$ cat src/hdl/flash_boot_pkg.sv
// Overview of operation
// - Interrupts are unusable in rewrite mode, so the block holds them back and software must not count on them.
// - A running watchdog is held cleared, one cycle late, while a program or erase operation runs, but not while chip reset is asserted.
// - An asserted chip reset takes effect at all times, rewrite and program or erase included.
// - The mode-select pin is sampled as reset is released, and a high level selects boot mode.
// - In boot mode the program counter is loaded from the boot ROM vector, low byte first, then high byte.
// - The level of the mode-select pin alone decides the flash operating mode after reset.
package flash_boot_pkg;

  // ----------------------------------------------------------------------
  // vector locations and mode encoding
  // ----------------------------------------------------------------------
  localparam logic [15:0] VEC_LO_ADDR    = 16'hFFFC;
  localparam logic [15:0] VEC_HI_ADDR    = 16'hFFFD;
  localparam logic [15:0] PC_RESET_VALUE = 16'h0000;
  localparam logic        MODE_BOOT      = 1'b1;

  // ----------------------------------------------------------------------
  // vector read request to the memory
  // ----------------------------------------------------------------------
  typedef struct packed {
    logic        rd;         // read strobe, data returned in same cycle
    logic        boot_rom;   // 1 = boot rom space, 0 = user program area
    logic [15:0] addr;       // byte address
  } mem_req_type;

  localparam mem_req_type MEM_REQ_IDLE = '{rd: 1'b0, boot_rom: 1'b0,
                                           addr: 16'h0000};

endpackage

$ cat src/hdl/flash_rewrite_boot_control.sv
`timescale 1ns/100ps
module flash_rewrite_boot_control
(
  input  wire logic                       clk,             // 50 MHz clock
  input  wire logic                       rst,             // sync reset
  input  wire logic                       mode_select_pin, // async pin
  input  wire logic                       rewrite_mode_en, // rewrite on
  input  wire logic                       prog_erase_busy, // op running
  input  wire logic                       wdt_running,     // wdt counts
  input  wire logic                       irq_req,         // core irq in
  input  wire logic [7:0]                 mem_rdata,       // vector byte
  output flash_boot_pkg::mem_req_type     mem_req_ff,      // vector read
  output logic [15:0]                     pc_ff,           // start pc
  output logic                            pc_valid_ff,     // pc loaded
  output logic                            core_reset_ff,   // hold cpu
  output logic                            boot_mode_ff,    // boot mode
  output logic                            irq_out_ff,      // irq to cpu
  output logic                            flash_block_ff,  // no array rd
  output logic                            wdt_clear_ff     // clear wdt
);

  typedef enum logic [2:0]
  {
    S_RESET  = 3'b000,
    S_SAMPLE = 3'b001,
    S_RD_LO  = 3'b010,
    S_RD_HI  = 3'b011,
    S_RUN    = 3'b100
  } state_type;

  state_type                   state_ff;
  state_type                   nxt_state;
  logic                        mode_meta_ff;
  logic                        mode_sync_ff;
  flash_boot_pkg::mem_req_type nxt_mem_req;
  logic [15:0]                 nxt_pc;
  logic                        nxt_pc_valid;
  logic                        nxt_core_reset;
  logic                        nxt_boot_mode;
  logic                        nxt_irq_out;
  logic                        nxt_flash_block;
  logic                        nxt_wdt_clear;

  // ----------------------------------------------------------------------
  // pin synchroniser
  // ----------------------------------------------------------------------
  // left out of reset on purpose so the pin is settled at release
  always_ff @(posedge clk)
  begin
    mode_meta_ff <= mode_select_pin;
    mode_sync_ff <= mode_meta_ff;
  end

  // ----------------------------------------------------------------------
  // boot sequence: sample pin, read vector, release core
  // ----------------------------------------------------------------------
  // memory answers combinationally in the cycle the strobe is shown
  always_comb
  begin
    nxt_state     = state_ff;
    nxt_mem_req   = flash_boot_pkg::MEM_REQ_IDLE;
    nxt_pc        = pc_ff;
    nxt_pc_valid  = pc_valid_ff;
    nxt_boot_mode = boot_mode_ff;
    case (state_ff)
      S_RESET:
      begin
        nxt_state = S_SAMPLE;
      end
      S_SAMPLE:
      begin
        nxt_boot_mode        = (mode_sync_ff == flash_boot_pkg::MODE_BOOT);
        nxt_mem_req.rd       = 1'b1;
        nxt_mem_req.boot_rom = nxt_boot_mode;
        nxt_mem_req.addr     = flash_boot_pkg::VEC_LO_ADDR;
        nxt_state            = S_RD_LO;
      end
      S_RD_LO:
      begin
        nxt_pc[7:0]          = mem_rdata;
        nxt_mem_req.rd       = 1'b1;
        nxt_mem_req.boot_rom = boot_mode_ff;
        nxt_mem_req.addr     = flash_boot_pkg::VEC_HI_ADDR;
        nxt_state            = S_RD_HI;
      end
      S_RD_HI:
      begin
        nxt_pc[15:8] = mem_rdata;
        nxt_pc_valid = 1'b1;
        nxt_state    = S_RUN;
      end
      S_RUN:
      begin
        nxt_state = S_RUN;
      end
      default:
      begin
        nxt_state = S_RESET;
      end
    endcase
    nxt_core_reset = (nxt_state != S_RUN);
  end

  // ----------------------------------------------------------------------
  // rewrite-mode guards
  // ----------------------------------------------------------------------
  // vector fetches would hit the array, so interrupts are simply dropped
  always_comb
  begin
    nxt_irq_out     = irq_req && !rewrite_mode_en && (state_ff == S_RUN);
    nxt_flash_block = rewrite_mode_en;
    nxt_wdt_clear   = prog_erase_busy && wdt_running;
  end

  // ----------------------------------------------------------------------
  // registers
  // ----------------------------------------------------------------------
  // reset has priority over every rewrite or erase activity
  always_ff @(posedge clk)
  begin
    if (rst)
    begin
      state_ff       <= S_RESET;
      mem_req_ff     <= flash_boot_pkg::MEM_REQ_IDLE;
      pc_ff          <= flash_boot_pkg::PC_RESET_VALUE;
      pc_valid_ff    <= 1'b0;
      core_reset_ff  <= 1'b1;
      boot_mode_ff   <= 1'b0;
      irq_out_ff     <= 1'b0;
      flash_block_ff <= 1'b0;
      wdt_clear_ff   <= 1'b0;
    end
    else
    begin
      state_ff       <= nxt_state;
      mem_req_ff     <= nxt_mem_req;
      pc_ff          <= nxt_pc;
      pc_valid_ff    <= nxt_pc_valid;
      core_reset_ff  <= nxt_core_reset;
      boot_mode_ff   <= nxt_boot_mode;
      irq_out_ff     <= nxt_irq_out;
      flash_block_ff <= nxt_flash_block;
      wdt_clear_ff   <= nxt_wdt_clear;
    end
  end
endmodule

$ cat config.mk
export PLATFORM = sky130hd
export DESIGN_NAME = flash_rewrite_boot_control
export DESIGN_NICKNAME = d
export VERILOG_FILES = /design/src/hdl/flash_boot_pkg.sv /design/src/hdl/flash_rewrite_boot_control.sv
export SDC_FILE = /design/constraint.sdc
export NUM_CORES = 1
export LEC_CHECK = 0
export BUFFER_PORTS_ARGS = -buffer_cell sky130_fd_sc_hd__clkbuf_2
export CORE_ASPECT_RATIO = 0.5
export CORE_MARGIN = 1.5
export CORE_UTILIZATION = 41
export CTS_CLUSTER_SIZE = 10
export DETAILED_ROUTE_END_ITERATION = 10
export GPL_TIMING_DRIVEN = 0
export PLACE_DENSITY = 0.75
export SYNTH_ARGS = -nofsm -noshare
export SYNTH_HDL_FRONTEND = slang
export SYNTH_SLANG_ARGS = --single-unit
$ cat constraint.sdc
create_clock -name clk -period 1.3 [get_ports clk]
set_input_delay 0.26 -clock clk [delete_from_list [all_inputs] [get_ports clk]]
set_output_delay 0.26 -clock clk [all_outputs]
set_load 0.03 [all_outputs]
======== After elaboration in Yosys (flattened, before gate mapping) ========
Cells that the tools add are included.
storage, ports and cells
  flip-flop bits (word level) ............. 45
  output and inout bits ................... 40
operators by class
  equal/unequal tests ..................... 5
  muxes and demuxes ....................... 2
  reductions and logical operators ........ 6
operators by type and width
  kind                  count
  $pmux W18 S2          1
  $pmux W3 S4           1
  $eq A3 B2 Y1 const B  2
  $eq A3 B1 Y1 const B  1
  $eq A3 B3 Y1 const B  1
  $logic_and A1 B1 Y1   3
  $logic_not A3 Y1      1
  $ne A3 B3 Y1 const B  1
  $reduce_or A2 Y1      1
  $logic_not A1 Y1      1

======== Logic depth before layout (Yosys ltp) ========
Gate-level depths: netlist of run 1.
  depth after elaboration ................. 4
  mapped depth ............................ 4

======== Worst setup path before layout of run 1 ========
Ideal clock, no wire load.
  path kind ............................... reg2reg
  from .................................... reg state_ff[1]
  to ...................................... reg pc_ff[4]
  setup time .............................. 0.072 ns
  data arrival time ....................... 1.342 ns
  slack ................................... -0.114 ns
  stages on the path, launching flop included .. 4
  path buffers ............................ 1
  period minus slack after synthesis ...... 1.414 ns
  cell sequence ........................... dfxtp_1 -> buf_2 -> nor3b_2 -> mux2i_1
on the way
  longest elaborated chain between the ends .. 1
ends and longest elaborated chain
  element                 line                               RTL
  from (decl)             flash_rewrite_boot_control.sv:31   state_type state_ff;
  from (signal assigned)  flash_rewrite_boot_control.sv:135  state_ff <= nxt_state;
  $eq A3 B2 Y1            flash_rewrite_boot_control.sv:65   case (state_ff)
  to (signal assigned)    flash_rewrite_boot_control.sv:125  pc_ff <= flash_boot_pkg::PC_RESET_VALUE;
  to (signal assigned)    flash_rewrite_boot_control.sv:137  pc_ff <= nxt_pc;
  to (decl)               flash_rewrite_boot_control.sv:13   output logic [15:0] pc_ff,
Every way passes these cells.
A chain may end at the register's enable or synchronous reset.

==> impl_metrics.json, run 1 <==
{
  "run_status": "completed",
  "gp_routability_congestion": 0.7305,
  "crit_path_max_incr_delay_ps": 370,
  "crit_path_max_fanout": 8,
  "worst_ir_drop_vdd_v": 0.0007066,
  "timing.critical_path.from": "state_ff[1]",
  "route.detailed.wl_per_inst_um": 11.46,
  "drt_pass1_iterations": 4,
  "arrival_ps": 1020,
  "initial_utilization_pct": 45.60,
  "post_drt_via_cell_ratio": 4.318,
  "hold_viol_final": 0,
  "finalSetupViolations": 0,
  "worstPathCellList": "buf_6, buf_4, buf_6",
  "syn_inst": 119,
  "timing.critical_path.buf_inv": 3,
  "sequential_cell_area_um2": 584.3,
  "synth_warnings": 0,
  "antenna_left": 0,
  "num-fill-cells": 238,
  "h-tree-depth": 2,
  "worst_setup_hold_path_clk_slew_ps": 60,
  "final_period_minus_worst_setup_slack_ps": 1280,
  "remaining_drc_errors": 0,
  "grt_max_degree": 18,
  "via_count": 950,
  "die_width_um": 80.97,
  "floorplan.rows": 13,
  "gr-total-overflow": 0,
  "pwr_density_cell_nw_per_um2": 1371,
  "clock_skew_ps": 3.426,
  "synth_fp_nets": 134,
  "port_buffers": 53,
  "clock_path_buffers": 2,
  "required_ps": 1040,
  "floorplan.io_pins": 55,
  "p_leak_nw": 0.8585,
  "met3WireLength_um": 155,
  "layout_commonest_cell": "clkbuf_2",
  "startpoint_of_the_lowest_slack_hold_path": "mode_select_pin",
  "grt_antenna_before_repair": 0,
  "die_extent_in_y_um": 41.99,
  "setup.worst_path.class": "flip-flop to output pin",
  "timing.critical_path.mode_cell": "buf_6",
  "cts_num_sinks": 29,
  "top_layer": "met4",
  "holdCritPathClass": "primary input to flip-flop",
  "cts_root_buf": "clkbuf_8",
  "tritoncts": "done",
  "dp_hpwl_um": 1754,
  "synthDistinctLibCells": 25,
  "r2r_start": "state_ff[1]",
  "cts-buffers-inserted": 5,
  "p_total_mw": 2.407,
  "critPathLaunchType": "flip-flop",
  "whs_ps": 94.90,
  "synth_sequential_area_ratio_pct": 46.59,
  "timing.rr.end": "pc_ff[1]",
  "final_net_count": 197,
  "wl_met1_um": 1159,
  "cts.hold.buffers_added": 0,
  "drive_gt1_share_pct": 47.54,
  "number_of_drc_markers_in_iteration_0": 25,
  "timing.critical_path.depth": 3,
  "synth.cell_area_um2": 1246,
  "worstHoldPathCells": 1,
  "timing_max_transition_violations_final": 0,
  "gr-usage-all-layers_pct": 14.20,
  "multi_input_gate_area_in_the_final_layout_um2": 499.2,
  "final_core_utilization_pct": 64.24,
  "endpoint_kind": "output pin",
  "route.met2.wl_um": 1192,
  "timing.fmax_mhz": 781.1,
  "hold_end": "mode_meta_ff",
  "first_global_vias": 849,
  "syn2layout_area_growth_pct": 40.86,
  "reg2reg_depth": 4,
  "clock_insertion_delay_at_the_later_pin_of_the_skew_report_ps": 260,
  "max_cap_violations": 0,
  "timing.critical_path.max_delay_family": "buffers and inverters",
  "fin_crit_sh_pct": 98.48,
  "layout_common_cells": "clkbuf_2, dfxtp_1, nand2b_1",
  "ff2ff_setup_slack_ps": 30,
  "grt_setup_unrepaired": "yes",
  "wirelength_um": 2521,
  "ys_seq_elements": 29,
  "num_antenna_cells": 0,
  "grt_pass1_wl_um": 3643,
  "fp.coreArea_um2": 2733,
  "design.die.area_um2": 3399,
  "syn_area_per_cell_um2": 10.47,
  "critical-path-slowest-cell": "dfxtp_4"
}
kinds of logic (layout without fill, tap and decap cells):
family,after synthesis,after routing,synth area share (%)
other,1,1,0.3009
XOR/XNOR,1,1,0.7029
AO/OA/AOI/OAI,4,4,2.410
flip-flops,29,29,46.59
buffers and inverters,25,89,13.85
AND/OR/NAND/NOR,42,42,22.49
multiplexers,17,17,13.65
registers in the layout (all words and copies together) (netlist names):
signal	count
core_reset_ff	1
state_ff	3
flash_block_ff	1
mode_meta_ff	1
mem_req_ff	2
pc_valid_ff	1
boot_mode_ff	1
mode_sync_ff	1
irq_out_ff	1
wdt_clear_ff	1
pc_ff	16
cell usage after synthesis:
cell	number	share of area, %
a211oi_1	1	0.60
a21oi_1	1	0.40
and2_1	1	0.50
and3b_2	1	0.80
buf_2	3	1.2
buf_4	16	9.6
buf_6	2	1.8
clkbuf_1	3	0.90
conb_1	1	0.30
dfxtp_1	29	47
inv_1	1	0.30
mux2i_1	17	14
nand2_1	1	0.30
nand2b_1	26	13
nand3b_1	3	1.8
nand4bb_1	1	0.90
nor2_1	1	0.30
nor2b_1	1	0.50
nor3_1	3	1.2
nor3b_1	2	1.2
nor3b_2	1	1.0
o21ba_2	1	0.80
o21bai_1	1	0.60
or3b_4	1	0.90
xnor2_1	1	0.70
through the flow:
step	area, um2	setup WS (ps)	TNS (ps)	cells
after detailed placement	1559	-216.6	-1456	209
after CTS	1663	3.358	0	218
after global placement	1559	-130.9	-648.9	209
after floorplan	1247	29.26	0	119
final	1755	19.78	0	220
after global routing	1755	-15.86	-115.9	220
area by class of cell:
type / instances / area share, %
plain buffers: 24 / 9.765
clock buffers: 8 / 4.562
inverters: 1 / 0.2138
multi-input cells: 65 / 28.44
flip-flops and latches: 29 / 33.29
well taps: 37 / 2.637
repair buffers: 56 / 21.10
what timing repair did:
item | in CTS | in global routing
setup endpoints to repair | 31 | 21
gates resized for setup | 5 | 47
setup buffers | 1 | 2
how the worst max path moves through the flow:
stage | end
CTS | mem_req_ff[9]
global route | mem_req_ff[11]
floorplan | pc_ff[4]
global placement | pc_ff[4]
detailed placement | pc_ff[4]
finish | mem_req_ff[11]
layer usage:
layer	vias to the layer above	track usage (%)
met5	-	0
met4	0	3.103
met3	2	6.522
met2	32	23.17
met1	420	17.18
li1	496	-
report_power, final:
group / total [mW] / leakage (nW) / switching [mW] / internal, mW
sequential: 0.978 / 0.237 / 0.0322 / 0.946
combinational: 0.761 / 0.582 / 0.410 / 0.351
clock: 0.669 / 0.0395 / 0.290 / 0.379
worst register-to-register path, cell delays in order (launching register included):
cell,delay (ps)
dfxtp_4,380
buf_6,130
or3b_4,380
buf_6,140
mux2i_1,120
No activity file was read; power rests on OpenSTA's default activity.
==> run 2, diff against run 1 <==
Settings changed: HOLD_SLACK_MARGIN set to 0.15, PLACE_DENSITY 0.75 to 0.74.
==> run 2 against run 1 <==
Register-to-register slack gained 30 ps. First-iteration DRC count decreased by 52%. Flip-flop and latch count did not move. Wire length shrank 5.4%. Non-clock buffer count shrank 1. Clock power grew 20%. Cell count shrank 0.45%. Critical path depth shrank 1. Highest routed layer unchanged.
==> impl_metrics.json, run 2 (synthesis results as in run 1) <==
{
  "hold_viol_final": 0,
  "antenna_left": 0,
  "largest_register_ffs": 16,
  "tritoncts": "done",
  "wirelength_um": 2384,
  "pwr_density_cell_nw_per_um2": 1434,
  "timing.critical_path.max_delay_family": "flip-flops",
  "worstPathCellList": "buf_4, buf_4",
  "initial_utilization_pct": 45.60,
  "worst_setup_hold_path_clk_slew_ps": 60,
  "worstHoldPathCells": 3,
  "cts_root_buf": "clkbuf_8",
  "route.detailed.wl_per_inst_um": 10.89,
  "reg2reg_depth": 4,
  "required_ps": 1040,
  "layout_common_cells": "clkbuf_2, buf_4, dfxtp_1",
  "final_net_count": 196,
  "port_buffers": 53,
  "post_drt_via_cell_ratio": 4.329,
  "gr-total-overflow": 0,
  "placedCellCount": 209,
  "biggestRegsByFlops": "pc_ff: 16 flops, state_ff: 3 flops, mem_req_ff: 2 flops",
  "grt_antenna_before_repair": 0,
  "timing.critical_path.buf_inv": 2,
  "gp_routability_congestion": 0.7152,
  "dp_hpwl_um": 1725,
  "final_core_utilization_pct": 63.32,
  "dp_slack_ps": -212.4,
  "timing_max_transition_violations_final": 0,
  "gr-usage-all-layers_pct": 14.52,
  "num_antenna_cells": 0,
  "floorplan.rows": 13,
  "remaining_drc_errors": 0,
  "grt_pass1_wl_um": 3650,
  "grt_setup_unrepaired": "yes",
  "fin_crit_sh_pct": 96.45,
  "cts-buffers-inserted": 5,
  "number_of_drc_markers_in_iteration_0": 12,
  "clock_insertion_delay_at_the_later_pin_of_the_skew_report_ps": 270,
  "timing.critical_path.depth": 2,
  "holdCritPathClass": "primary input to flip-flop",
  "timing.final.ws_setup_ps": 46.09,
  "setup_total_negative_slack_ps": 0,
  "grt_max_degree": 18,
  "clock_skew_ps": 7.500,
  "finalSetupViolations": 0,
  "setup.worst_path.class": "flip-flop to output pin",
  "cts_num_sinks": 29,
  "drt_pass1_iterations": 2,
  "via_count": 948,
  "clock_path_buffers": 2,
  "whs_ps": 198.8,
  "layout_commonest_cell": "clkbuf_2",
  "p_leak_nw": 0.8575,
  "arrival_ps": 990,
  "die_width_um": 80.97,
  "die_extent_in_y_um": 41.99,
  "fp.coreArea_um2": 2733,
  "worst_ir_drop_vdd_v": 0.0006468,
  "max_cap_violations": 0,
  "timing.fmax_mhz": 797.5,
  "crit_path_max_incr_delay_ps": 440,
  "biggest_register": "pc_ff",
  "final_period_minus_worst_setup_slack_ps": 1254,
  "run_status": "completed",
  "drive_gt1_share_pct": 48.35,
  "timing.critical_path.mode_cell": "buf_4",
  "first_global_vias": 847,
  "critPathLaunchType": "flip-flop",
  "crit_path_max_fanout": 17,
  "floorplan.io_pins": 55,
  "syn2layout_area_growth_pct": 38.86,
  "endpoint_kind": "output pin",
  "critical-path-slowest-cell": "dfxtp_4",
  "design.die.area_um2": 3399,
  "layoutNonFillerInstCount": 219,
  "h-tree-depth": 2
}
-- run 2: cell types whose count changed in the layout (fill, tap and decap cells not counted) --
cell	delta
buf_4	+14
buf_6	-13
clkbuf_1	-3
clkbuf_2	-3
clkbuf_8	+2
clkinv_2	+1
dlygate4sd3_1	+1
-- run 2: final timing paths --
kind                      from        endpoint  slack (ps)
setup / recovery   state_ff[1]  mem_req_ff[12]          50
hold / removal     wdt_running    wdt_clear_ff         200
setup reg to reg   state_ff[1]     state_ff[2]          60
hold reg to reg   mode_meta_ff    mode_sync_ff         330
-- run 2: worst min-delay path, cell delays in order --
cell	delay [ps]
clkbuf_2	80
nand2_1	60
nor2_1	40
-- run 2: through the flow --
stage	instance area, um2	power (mW)
after CTS	1694	2.466
after floorplan	1247	1.484
after detailed placement	1559	1.640
after global routing	1730	2.595
after global placement	1559	1.629
final	1730	2.481
-- run 2: final cells by class --
cell class	count	area, um2
inverter	1	3.754
sequential	29	584.3
timing repair buffer	55	320.3
fill	240	1002
buffer	24	175.2
multi-input combinational	65	499.2
clock inverter	1	5.005
clock buffer	7	96.34
tap	37	46.29
-- run 2: routing by layer --
metal | GRT usage [%] | part of all wire (%)
met4 | 6.207 | 1.3
met2 | 22.67 | 45
met5 | 0 | 0
met3 | 5.870 | 6.5
met1 | 17.69 | 47
-- run 2: power by group --
part | internal, mW | switching, mW
clock | 0.477 | 0.324
combinational | 0.312 | 0.381
sequential | 0.945 | 0.0415
total | 1.73 | 0.747
-- run 2: repair_timing --
item,4_1_cts,5_1_grt
resized for setup,5,14
hold buffers,1,0
setup buffers,1,0
endpoints found under the setup margin,30,19
endpoints found under the hold margin,1,0
==> run 3, diff against run 2 <==
Settings changed: ABC_AREA set to 1, GPL_ROUTABILITY_DRIVEN set to 0, SLEW_MARGIN set to 20.
==> run 3 against run 2 <==
Synthesized cell count rose by 36%. Worst hold slack barely moved. Critical path depth rose by 1. Count of clock-buffer cells in the layout rose by 1. Cell area rose by 2.2%. Sequential share of layout area fell by 0.72 points. Cell count rose by 21%. Wire length rose by 5.2%. Clock power fell by 14%. Fmax fell by 1.9%. Critical path type unchanged. Largest cell class unchanged. Highest routed layer unchanged.
==> impl_metrics.json, run 3 <==
{
  "biggest_register": "pc_ff",
  "final_period_minus_worst_setup_slack_ps": 1278,
  "initial_utilization_pct": 45.18,
  "muxShareOfSynthArea_pct": 0,
  "tritoncts": "done",
  "drive_gt1_share_pct": 39.04,
  "largest_register_ffs": 16,
  "die_width_um": 80.14,
  "ys_seq_elements": 29,
  "whs_ps": 198.9,
  "cts-buffers-inserted": 5,
  "syn_inst": 162,
  "number_of_drc_markers_in_iteration_0": 38,
  "die_extent_in_y_um": 41.57,
  "clock_skew_ps": 3.198,
  "synth_fp_nets": 177,
  "clock_insertion_delay_at_the_later_pin_of_the_skew_report_ps": 270,
  "remaining_drc_errors": 0,
  "intPower_mw": 1.604,
  "synthTopCellsByCount": "nor2_1, dfxtp_1, nand2_1, inv_1, buf_4",
  "design.die.area_um2": 3331,
  "timing.fmax_mhz": 782.6,
  "endpoint_kind": "output pin",
  "synth_async_sr_flop_share_pct": 0,
  "synth-simple-area-share_pct": 27.90,
  "clock_path_buffers": 2,
  "post_synthesis_xor_xnor_area_fraction_pct": 0,
  "layout_common_cells": "clkbuf_2, nor2_1, nand2_1, dfxtp_1, inv_1",
  "cts_num_sinks": 29,
  "yosysTopAreaCellShare_pct": 47.59,
  "floorplan.rows": 13,
  "grt_antenna_before_repair": 0,
  "dominantRegCellSynth": "dfxtp_1",
  "synth_edf_count": 0,
  "synth_warnings": 0,
  "fp.coreArea_um2": 2700,
  "largest_family_of_logic_cells_by_synthesized_area": "simple AND/OR/NAND/NOR gates",
  "port_buffers": 53,
  "pwr_density_cell_nw_per_um2": 1314,
  "worst_setup_hold_path_clk_slew_ps": 60,
  "biggestRegsByFlops": "pc_ff: 16 flops, state_ff: 3 flops, mem_req_ff: 2 flops",
  "antenna_left": 0,
  "drt_pass1_iterations": 4,
  "syn2layout_area_growth_pct": 44.92,
  "arrival_ps": 1020,
  "max_cap_violations": 0,
  "dp_hpwl_um": 1797,
  "synth_sequential_area_ratio_pct": 47.59,
  "critPathLaunchType": "flip-flop",
  "post_drt_via_cell_ratio": 4.215,
  "syn_area_per_cell_um2": 7.530,
  "power.sequential.fraction_pct": 42.2,
  "synthDistinctLibCells": 16,
  "holdCritPathClass": "primary input to flip-flop",
  "timing_max_transition_violations_final": 0,
  "finalSetupViolations": 0,
  "placedCellCount": 252,
  "gr-total-overflow": 0,
  "hold_viol_final": 0,
  "h-tree-depth": 2,
  "layoutNonFillerInstCount": 265,
  "p_leak_nw": 0.9844,
  "gr-usage-all-layers_pct": 15.79,
  "via_count": 1117,
  "swShare_pct": 30.97,
  "power_frac_comb_pct": 28.2,
  "num_antenna_cells": 0,
  "fin_crit_sh_pct": 98.30,
  "final_core_utilization_pct": 65.48,
  "yosysMostFrequentCell": "nor2_1",
  "required_ps": 1040,
  "wirelength_um": 2509,
  "power.net_switching_mw": 0.7196,
  "floorplan.io_pins": 55,
  "first_global_vias": 941,
  "cts_root_buf": "clkbuf_8",
  "worst_ir_drop_vdd_v": 0.0006530,
  "grt_max_degree": 17,
  "layout_commonest_cell": "clkbuf_2",
  "yosys.area.top_type": "dfxtp_1",
  "run_status": "completed",
  "crit_path_max_fanout": 8,
  "setup.worst_path.class": "flip-flop to output pin",
  "route.detailed.wl_per_inst_um": 9.468,
  "ys_top_cells_by_area": "dfxtp_1, buf_4, nor2_1",
  "ff2ff_setup_slack_ps": 140,
  "adder_cell_fraction_of_synth_area_pct": 0,
  "grt_pass1_wl_um": 3981,
  "synth.cell_area_um2": 1220,
  "synth_compound_area_share_pct": 3.692,
  "final_net_count": 242,
  "power.clock.fraction_pct": 29.6
}
## run 3: kinds of logic (layout without fill, tap and decap cells)
logic type | count (synthesis) | in the layout
AO/OA/AOI/OAI | 9 | 9
flip-flops | 29 | 29
other | 1 | 1
buffers and inverters | 45 | 111
AND/OR/NAND/NOR | 78 | 78
## run 3: metrics by stage
stage	instance area [um2]	setup TNS, ps	setup WS [ps]	power [mW]
finish	1768	0	22.16	2.324
global placement	1531	-761.6	-118.1	1.549
detailed placement	1531	-2638	-191.7	1.559
global route	1768	-15.37	-6.102	2.450
floorplan	1220	0	30.31	1.411
CTS	1640	0	1.804	2.259
## run 3: critical path, cell delays in order (launching register included)
cell,delay (ps)
dfxtp_4,360
buf_6,130
buf_4,130
buf_6,130
## run 3: routing by layer
layer / track usage, % / wire length [um] / up-vias
met5: 0 / 0 / -
met4: 6.207 / 16 / 0
met3: 6.813 / 164 / 2
met2: 25.04 / 1201 / 31
met1: 18.94 / 1127 / 483
li1: - / - / 601
## run 3: timing repair
item                                    4_1_cts  5_1_grt
setup buffers                                 2        2
gates resized for setup                       2       50
hold buffers                                  1        0
endpoints found under the setup margin       38       22
hold endpoints to repair                      1        0
## run 3: area by class of cell
cell class | count | area, um2
Fill cell | 233 | 932.1
Sequential cell | 29 | 584.3
Timing Repair Buffer | 58 | 415.4
Multi-Input combinational cell | 88 | 389.1
Buffer | 22 | 166.4
Inverter | 23 | 86.33
Clock buffer | 8 | 80.08
Tap cell | 37 | 46.29
## run 3: worst paths after layout
check / from / to / cells after the start
worst max-delay path: state_ff[1] / mem_req_ff[13] / 3
worst min-delay path: rewrite_mode_en / flash_block_ff / 3
worst max register to register: state_ff[1] / pc_ff[7] / 5
worst min register to register: mode_meta_ff / mode_sync_ff / 0
## run 3: power by group through the flow
| stage | Clock (mW) | Sequential, mW | Combinational, mW |
|---|---|---|---|
| floorplan | 0 | 1.10 | 0.314 |
| global placement | 0 | 1.01 | 0.542 |
| detailed placement | 0 | 1.01 | 0.548 |
| CTS | 0.708 | 0.989 | 0.562 |
| global route | 0.758 | 0.987 | 0.704 |
| finish | 0.687 | 0.981 | 0.655 |
